===== src/rtl/lcc_pkg.sv =====
// constants and types for the link cycle control register bank
//
// Contract
// - cap priority requests per fairness interval
// - fairness register upper 24 bits read zero
// - external select: roll over on external input
// - internal select: roll over after 3072 ticks
// - cycle master emits cycle start each rollover
// - non-master syncs to received cycle starts
// - overlong cycle event clears cycle master flag
// - master set ignored while overlong event set
// - count enable advances offset per tick
// - count enable clear holds offset
// - phy packets stored when flag and context
// - phy packet flag ignores self-id packets
// - accept self-id flag accepts self-id packets
// - filter lock forces every sync filter bit
// - unlocked sync filter bits follow software
// - filter lock set-only, cleared by reset
// - unused link control bits read zero
`default_nettype none

package lcc_pkg;

    // ==========================================================
    // register map (byte addresses)
    // ==========================================================
    localparam logic [11:0] FAIR_OFS     = 12'h0DC;
    localparam logic [11:0] LC_SET_OFS   = 12'h0E0;
    localparam logic [11:0] LC_CLR_OFS   = 12'h0E4;
    localparam logic [31:0] FAIR_RST     = 32'h00000000;

    // ==========================================================
    // link control field positions
    // ==========================================================
    localparam int EXT_SEL_BIT  = 22;
    localparam int MASTER_BIT   = 21;
    localparam int CNT_EN_BIT   = 20;
    localparam int PHY_PKT_BIT  = 10;
    localparam int SELFID_BIT   = 9;
    localparam int LOCK_BIT     = 6;
    localparam int PRI_REQ_W    = 8;

    // ==========================================================
    // cycle timer timing
    // ==========================================================
    localparam longint CYC_PERIOD_NS = 125000;
    localparam longint TICK_HZ       = 24576000;
    localparam longint CYC_TICKS =
        (CYC_PERIOD_NS * TICK_HZ) / 64'd1000000000;
    localparam int     OFS_W         = 12;
    localparam logic [OFS_W-1:0] OFS_LAST =
        OFS_W'(CYC_TICKS - 1);
    localparam logic [OFS_W-1:0] OFS_RST  = 12'h000;

    // number of isochronous receive contexts
    localparam int IR_CTX = 4;

    // ==========================================================
    // types
    // ==========================================================
    // link control flags as one carrier
    typedef struct packed {
        logic ext_cycle_select;
        logic cycle_master_flag;
        logic cycle_offset_count_enable;
        logic accept_phy_packets;
        logic accept_selfid;
        logic sync_filter_lock;
    } lcc_flags_t;

    localparam lcc_flags_t FLAGS_RST = 6'h00;

endpackage : lcc_pkg

`default_nettype wire


===== src/rtl/lcc_link_cycle_control_regs.sv =====
// link cycle control registers with cycle timer and rx gating
`timescale 1ns/1ps
`default_nettype none

module lcc_link_cycle_control_regs
    import lcc_pkg::*;
(
    // apb slave
    input  wire logic                pclk,
    input  wire logic                presetn,
    input  wire logic                psel,
    input  wire logic                penable,
    input  wire logic                pwrite,
    input  wire logic [11:0]         paddr,
    input  wire logic [31:0]         pwdata,
    output logic [31:0]              prdata,
    output logic                     pready,
    output logic                     pslverr,

    // pins: tick clock and external cycle input
    input  wire logic                clk24_in,
    input  wire logic                ext_cycle_input,

    // interrupt event level and received cycle start
    input  wire logic                overlong_cycle_event,
    input  wire logic                cycle_start_rx,
    output logic                     cycle_start_tx,
    output logic                     cycle_rollover,
    output logic [OFS_W-1:0]         cycle_offset,

    // fairness arbitration
    input  wire logic                fairness_start,
    input  wire logic                pri_req_want,
    output logic                     pri_req_grant,

    // receive gating
    input  wire logic                async_receive_req_en,
    input  wire logic                phy_pkt_in,
    input  wire logic                selfid_pkt_in,
    output logic                     phy_pkt_store,
    output logic                     selfid_pkt_accept,

    // isochronous receive sync filter bits
    input  wire logic [IR_CTX-1:0]   sync_filter_sw,
    output logic [IR_CTX-1:0]        sync_filter_bit
);

    // ==========================================================
    // declarations
    // ==========================================================
    lcc_flags_t           flags_ff;      // link control flags
    lcc_flags_t           nxt_flags;
    logic [PRI_REQ_W-1:0] pri_lim_ff;    // fairness limit
    logic [PRI_REQ_W-1:0] nxt_pri_lim;
    logic [PRI_REQ_W-1:0] pri_cnt_ff;    // grants this interval
    logic [PRI_REQ_W-1:0] nxt_pri_cnt;

    // apb read path
    logic [31:0]          rdata_ff;      // registered read data
    logic [31:0]          nxt_rdata;

    // cycle timer state
    logic [OFS_W-1:0]     ofs_ff;        // cycle timer offset
    logic [OFS_W-1:0]     nxt_ofs;
    logic                 roll_ff;       // rollover pulse
    logic                 nxt_roll;
    logic                 cst_ff;        // cycle start pulse
    logic                 nxt_cst;
    logic                 ovl_ff;        // last overlong level

    // pin synchronisers
    logic [2:0]           tck_sync_ff;   // tick pin synchroniser
    logic [2:0]           ext_sync_ff;   // ext pin synchroniser

    // decoded strobes
    logic                 acc_wr;        // write access phase
    logic                 mapped;        // address is decoded
    logic                 tick;          // one tick edge seen
    logic                 ext_evt;       // one ext edge seen
    logic                 ovl_rise;      // overlong event rises
    logic [31:0]          lc_view;       // link control readback

    // ==========================================================
    // apb decode
    // ==========================================================
    // address match over the three words
    always_comb
    begin
        mapped = (paddr == FAIR_OFS)   ||
                 (paddr == LC_SET_OFS) ||
                 (paddr == LC_CLR_OFS);
    end

    // pready never drops, so no access stalls;
    // unmapped words answer with pslverr
    // zero wait states; data comes from the setup-cycle flop
    assign pready  = 1'b1;
    assign pslverr = psel & penable & ~mapped;
    assign acc_wr  = psel & penable & pwrite & mapped;
    assign prdata  = rdata_ff;

    // link control word, unused positions stay zero
    always_comb
    begin
        lc_view              = 32'h00000000;
        lc_view[EXT_SEL_BIT] = flags_ff.ext_cycle_select;
        lc_view[MASTER_BIT]  = flags_ff.cycle_master_flag;
        lc_view[CNT_EN_BIT]  = flags_ff.cycle_offset_count_enable;
        lc_view[PHY_PKT_BIT] = flags_ff.accept_phy_packets;
        lc_view[SELFID_BIT]  = flags_ff.accept_selfid;
        lc_view[LOCK_BIT]    = flags_ff.sync_filter_lock;
    end

    // read data captured in setup so it is stable in access
    always_comb
    begin
        nxt_rdata = rdata_ff;
        if (psel && !penable && !pwrite)
        begin
            unique case (paddr)
                FAIR_OFS:
                    // only the low byte is real
                    nxt_rdata = {24'h000000, pri_lim_ff};
                LC_SET_OFS, LC_CLR_OFS:
                    nxt_rdata = lc_view;
                // unmapped reads give zero
                default:
                    nxt_rdata = 32'h00000000;
            endcase
        end
    end

    // read data register
    always_ff @(posedge pclk or negedge presetn)
    begin
        if (!presetn)
            rdata_ff <= 32'h00000000;
        else
            rdata_ff <= nxt_rdata;
    end

    // ==========================================================
    // fairness control
    // ==========================================================
    // limit register and per-interval grant count
    always_comb
    begin
        nxt_pri_lim = pri_lim_ff;
        nxt_pri_cnt = pri_cnt_ff;

        if (acc_wr && paddr == FAIR_OFS)
            nxt_pri_lim = pwdata[PRI_REQ_W-1:0];
        // a new interval wins over a grant
        if (fairness_start)
            nxt_pri_cnt = '0;
        else if (pri_req_grant)
            nxt_pri_cnt = pri_cnt_ff + 8'h01;
    end

    // combinational, so the phy sees it at once;
    // the count stops at the limit, never wraps
    // a request goes to the phy only while under the limit
    assign pri_req_grant = pri_req_want &&
                           (pri_cnt_ff < pri_lim_ff);

    // fairness registers
    always_ff @(posedge pclk or negedge presetn)
    begin
        if (!presetn)
        begin
            pri_lim_ff <= FAIR_RST[PRI_REQ_W-1:0];
            pri_cnt_ff <= '0;
        end
        else
        begin
            pri_lim_ff <= nxt_pri_lim;
            pri_cnt_ff <= nxt_pri_cnt;
        end
    end

    // ==========================================================
    // link control flags
    // ==========================================================
    // only a new event clears; a standing one blocks sets
    // overlong event edge against last sampled level
    assign ovl_rise = overlong_cycle_event & ~ovl_ff;

    // set word sets, clear word clears, zero bits do nothing
    always_comb
    begin
        nxt_flags = flags_ff;

        if (acc_wr && paddr == LC_SET_OFS)
        begin
            // ones in the set word raise flags
            if (pwdata[EXT_SEL_BIT])
                nxt_flags.ext_cycle_select = 1'b1;
            // master refused while the event stands
            if (pwdata[MASTER_BIT] && !overlong_cycle_event)
                nxt_flags.cycle_master_flag = 1'b1;
            if (pwdata[CNT_EN_BIT])
                nxt_flags.cycle_offset_count_enable = 1'b1;
            if (pwdata[PHY_PKT_BIT])
                nxt_flags.accept_phy_packets = 1'b1;
            if (pwdata[SELFID_BIT])
                nxt_flags.accept_selfid = 1'b1;
            if (pwdata[LOCK_BIT])
                nxt_flags.sync_filter_lock = 1'b1;
        end
        else if (acc_wr && paddr == LC_CLR_OFS)
        begin
            // ones in the clear word drop flags
            if (pwdata[EXT_SEL_BIT])
                nxt_flags.ext_cycle_select = 1'b0;
            if (pwdata[MASTER_BIT])
                nxt_flags.cycle_master_flag = 1'b0;
            if (pwdata[CNT_EN_BIT])
                nxt_flags.cycle_offset_count_enable = 1'b0;
            if (pwdata[PHY_PKT_BIT])
                nxt_flags.accept_phy_packets = 1'b0;
            if (pwdata[SELFID_BIT])
                nxt_flags.accept_selfid = 1'b0;
            // lock is not clearable here
        end

        // placed last, so it beats a set in one cycle
        // the event drops master status as it appears
        if (ovl_rise)
            nxt_flags.cycle_master_flag = 1'b0;
    end

    // an event high at release clears nothing new
    // flag registers; reset is the only way out of the lock
    always_ff @(posedge pclk or negedge presetn)
    begin
        if (!presetn)
        begin
            flags_ff <= FLAGS_RST;
            ovl_ff   <= 1'b0;
        end
        else
        begin
            flags_ff <= nxt_flags;
            ovl_ff   <= overlong_cycle_event;
        end
    end

    // ==========================================================
    // pin synchronisers
    // ==========================================================
    // stage one may be metastable; logic reads only
    // the second and third stages
    // two flops, then a third only for edge detection
    always_ff @(posedge pclk or negedge presetn)
    begin
        if (!presetn)
        begin
            tck_sync_ff <= 3'h0;
            ext_sync_ff <= 3'h0;
        end
        else
        begin
            tck_sync_ff <= {tck_sync_ff[1:0], clk24_in};
            ext_sync_ff <= {ext_sync_ff[1:0], ext_cycle_input};
        end
    end

    // each tick or event lasts one pclk cycle
    // rising edges, read from the second and third stages
    assign tick    = tck_sync_ff[1] & ~tck_sync_ff[2];
    assign ext_evt = ext_sync_ff[1] & ~ext_sync_ff[2];

    // ==========================================================
    // cycle timer
    // ==========================================================
    // offset count, rollover and cycle start generation
    always_comb
    begin
        nxt_ofs  = ofs_ff;
        nxt_roll = 1'b0;
        nxt_cst  = 1'b0;

        // branch order is the priority: disabled,
        // received start, external edge, tick
        if (!flags_ff.cycle_offset_count_enable)
        begin
            // counting stopped: offset holds
            nxt_ofs = ofs_ff;
        end
        else if (!flags_ff.cycle_master_flag && cycle_start_rx)
        begin
            // received cycle start realigns us
            nxt_ofs = OFS_RST;
        end
        else if (flags_ff.ext_cycle_select && ext_evt)
        begin
            // external edge ends the cycle
            nxt_ofs  = OFS_RST;
            nxt_roll = 1'b1;
        end
        else if (tick)
        begin
            if (!flags_ff.ext_cycle_select && ofs_ff == OFS_LAST)
            begin
                // internal count reached its end
                nxt_ofs  = OFS_RST;
                nxt_roll = 1'b1;
            end
            else
            begin
                // external mode wraps at the field width
                // one step per tick
                nxt_ofs = ofs_ff + 12'h001;
            end
        end

        // a master announces every rollover
        nxt_cst = nxt_roll & flags_ff.cycle_master_flag;
    end

    // cycle timer registers
    always_ff @(posedge pclk or negedge presetn)
    begin
        if (!presetn)
        begin
            ofs_ff  <= OFS_RST;
            roll_ff <= 1'b0;
            cst_ff  <= 1'b0;
        end
        else
        begin
            ofs_ff  <= nxt_ofs;
            roll_ff <= nxt_roll;
            cst_ff  <= nxt_cst;
        end
    end

    // outputs come straight from the timer flops
    assign cycle_offset   = ofs_ff;
    assign cycle_rollover = roll_ff;
    assign cycle_start_tx = cst_ff;

    // ==========================================================
    // receive gating
    // ==========================================================
    // plain gates: a flag change acts at once
    // phy packets need flag and an enabled request context
    assign phy_pkt_store = phy_pkt_in &
                           flags_ff.accept_phy_packets &
                           async_receive_req_en;
    // self-id acceptance ignores the phy packet flag
    assign selfid_pkt_accept = selfid_pkt_in &
                               flags_ff.accept_selfid;

    // ==========================================================
    // isochronous sync filter override
    // ==========================================================
    // the lock beats software in every context
    // one lane per receive context
    genvar ctx;
    generate
        for (ctx = 0; ctx < IR_CTX; ctx++)
        begin : g_sync
            // lock forces one, else software value passes
            assign sync_filter_bit[ctx] =
                flags_ff.sync_filter_lock |
                sync_filter_sw[ctx];
        end
    endgenerate

endmodule : lcc_link_cycle_control_regs

`default_nettype wire


===== config.mk =====
export PLATFORM = sky130hd
export DESIGN_NAME = lcc_link_cycle_control_regs
export DESIGN_NICKNAME = d
export VERILOG_FILES = /design/src/rtl/lcc_pkg.sv /design/src/rtl/lcc_link_cycle_control_regs.sv
export SDC_FILE = /design/constraint.sdc
export NUM_CORES = 1
export LEC_CHECK = 0
export BUFFER_PORTS_ARGS = -buffer_cell sky130_fd_sc_hd__buf_2
export CAP_MARGIN = 15
export CORE_UTILIZATION = 42
export CTS_CLUSTER_DIAMETER = 40
export CTS_CLUSTER_SIZE = 10
export DETAILED_ROUTE_END_ITERATION = 8
export PLACE_DENSITY = 0.74
export SETUP_SLACK_MARGIN = 0.02
export SYNTH_ARGS = -nofsm -noshare
export SYNTH_HDL_FRONTEND = slang
export SYNTH_SLANG_ARGS = --single-unit

===== constraint.sdc =====
create_clock -name pclk -period 2.15 [get_ports pclk]
set_input_delay 0.215 -clock pclk [delete_from_list [all_inputs] [get_ports pclk]]
set_output_delay 0.215 -clock pclk [all_outputs]
set_load 0.1 [all_outputs]

==> flow_summary.json <==
{
  "critPathTopFamily": "compound AO/OA/AOI/OAI gates",
  "clk_pin_slew_ps": 100,
  "startpoint_type": "flip-flop",
  "crit_path_max_fanout": 6,
  "root_buffer": "clkbuf_8",
  "firstDrtPassIters": 8,
  "htree_num_levels": 2,
  "rsz0062_at_grt": "true",
  "cts.sinks": 56,
  "hpwl_microns": 4480,
  "gp_congestion": 0.818,
  "min_path_type": "input pin to flip-flop",
  "port_buffers": 77,
  "power.density_nw_per_um2": 638,
  "cp_slowest_stage_delay_ps": 500,
  "overflow": 0,
  "synthFlopType": "dfrtp_1",
  "synth_top_cells_by_count": "56 x dfrtp_1, 31 x nand2_1, 22 x buf_4, 21 x nor2_1, 16 x nand3_1",
  "ant_nets": 0,
  "dieArea_sq_um": 7160,
  "drtIter0Drc": 128,
  "boundaryPins": 117,
  "crit_required_ps": 2400,
  "yosys.area.top_type_share": 0.489,
  "utilization": 0.554,
  "vias_per_cell": 5.29,
  "min_period_over_period": 1.05,
  "skew_ps": 8.20,
  "remaining_drc_errors": 8,
  "grt_pass1_vias": 2380,
  "use_met2": 0.315,
  "failed_checks": "DRC, setup timing",
  "crit_arrival_ps": 2510,
  "start_util": 0.444,
  "die_h_microns": 84.6,
  "cts-buffers-inserted": 5,
  "tightest_slew_ps": 684,
  "clock_path_buffers": 2,
  "fin_crit_ps": 2260,
  "rows": 29,
  "grtUsageMet3": 0.0374,
  "drt-total-wl_microns": 6340,
  "rr_endpoint": "pri_cnt_ff[5]",
  "met1_usage": 0.241,
  "grt_start_max_net_pins": 57,
  "ys_ff_latch": 56,
  "synth_area_sq_um": 2870,
  "synth_area_leader_cell": "dfrtp_1",
  "r2r_setup_slack_ps": -110,
  "hold_viol": 0,
  "cap_violations": 0,
  "vias": 2424,
  "status": "complete, but fails checks",
  "antenna_found_initial": 0,
  "ys_types": 44,
  "insertedDiodeCount": 0,
  "synth.avg_cell_area_sq_um": 10.1,
  "fin_area_sq_um": 3580,
  "die_w_microns": 84.6,
  "slew-limit-headroom": 0.544,
  "worstHoldEndpoint": "tck_sync_ff[0]",
  "synth_edf_count": 0,
  "synth_area_leaders": "dfrtp_1 49%, buf_4 5.8%, mux2_2 5.5%, nand2_1 4.1%, ha_1 3.9%",
  "tns_ps": -345,
  "crit_chain": "inv_1 > ha_1 > o211ai_2 > a21oi_1 > o41a_1 > buf_6 > or4_4 > a21oi_2",
  "p_leak_nw": 1.81,
  "syn_inst": 285,
  "setup_viol": 7,
  "end_kind": "flip-flop",
  "fin_nets": 451,
  "fin_ws_ps": -115,
  "grt_use_total": 0.188,
  "cts_tree": "done",
  "avgRoutedWirePerCell_microns": 13.8,
  "fmax_mhz": 442,
  "peakVddDrop_mv": 0.262,
  "reg2reg_depth": 8,
  "yosysSeqAreaShare": 0.489,
  "worstSkewPairLatency_ps": 310,
  "cp_slowest_cell": "or4_4",
  "synth_most_common_cell": "dfrtp_1",
  "synthArstFlopShare": 1.00,
  "slew_violations": 0,
  "grt_busiest_layer": "met2",
  "grt_pass1_wl_microns": 10700,
  "layout-drive-gt1-share": 0.386,
  "yosysWarnings": 0,
  "hp-start": "clk24_in",
  "post_dp_cell_area_sq_um": 3350,
  "syn2layout_area_growth_pct": 24.7,
  "core_region_area_sq_um": 6460,
  "crit_buf_inv": 2,
  "min_path_cells": 1,
  "r2r-start": "pri_lim_ff[1]",
  "critPathKind": "flip-flop to flip-flop"
}
-- worst max-delay path by stage --
| stage | from | to | cells past startpoint |
|---|---|---|---|
| 2_1_floorplan | pri_cnt_ff[1] | pri_cnt_ff[0] | 7 |
| 6_report | pri_lim_ff[1] | pri_cnt_ff[5] | 8 |
| 4_1_cts | pri_cnt_ff[5] | pri_req_grant | 5 |
| 3_3_place_gp | pri_lim_ff[1] | pri_cnt_ff[5] | 7 |
| 5_1_grt | pri_lim_ff[1] | pri_req_grant | 7 |
| 3_5_place_dp | pri_lim_ff[1] | pri_cnt_ff[5] | 7 |
-- routing by layer --
metal,share of wire,up-vias
met5,0,-
met4,0.013,0
met3,0.060,7
met2,0.48,97
met1,0.44,1155
li1,-,1165
-- registers in the layout, summed over array words and instances, names as in the netlist --
| register | count |
|---|---|
| tck_sync_ff | 3 |
| ext_sync_ff | 3 |
| pri_cnt_ff | 8 |
| cycle_start_tx | 1 |
| ovl_ff | 1 |
| cycle_offset | 12 |
| pri_lim_ff | 8 |
| cycle_rollover | 1 |
| prdata | 13 |
| flags_ff | 6 |
-- kinds of logic after synthesis --
kind of cell               after synthesis  share of synthesized area
muxes                                   16                     0.0620
other                                    2                    0.00262
and+or+nand+nor                        107                      0.191
adders and majority gates                9                     0.0393
buffers and inverters                   42                     0.0868
DFF                                     56                      0.489
AOI/OAI and AO/OA                       53                      0.130
-- final cells by class --
class	instances	area, sq um
Fill cell	584	2880
Tap cell	77	96.3
Clock buffer	7	96.3
Inverter	14	52.6
Multi-Input combinational cell	205	1320
Clock inverter	1	30.0
Sequential cell	56	1420
Timing Repair Buffer	98	562
-- through the flow --
stage	std cells	setup WS, ps	total power, mW	hold slack, ps
after floorplan	303	-252	1.48	-80.6
after global placement	441	-5.94	1.55	332
after detailed placement	441	-42.4	1.55	325
after CTS	455	-157	2.30	4.12
after global routing	458	-155	2.36	3.11
final	458	-115	2.28	11.0
-- power breakdown --
group	internal [mW]	switching (mW)
clock	0.411	0.338
combinational	0.0706	0.367
sequential	1.07	0.0219
total	1.56	0.727
-- layout by cell type (no fill, tap or decap), types with 14 or more instances in the layout --
cell type	count
conb_1	20
dfrtp_1	46
nor2_1	20
inv_1	14
mux2_2	14
nand3_1	16
buf_2	77
buf_4	18
nand2_1	31
-- what timing repair did --
| action | CTS | global route |
|---|---|---|
| hold endpoints to repair | 1 | 0 |
| endpoints found under the setup margin | 7 | 10 |
| hold buffers | 1 | 0 |
| gates cloned | 1 | 0 |
| buffers inserted | 4 | 3 |
| pin swaps | 11 | 2 |
| gates resized for setup | 3 | 4 |
(Power assumes the default switching activity.)
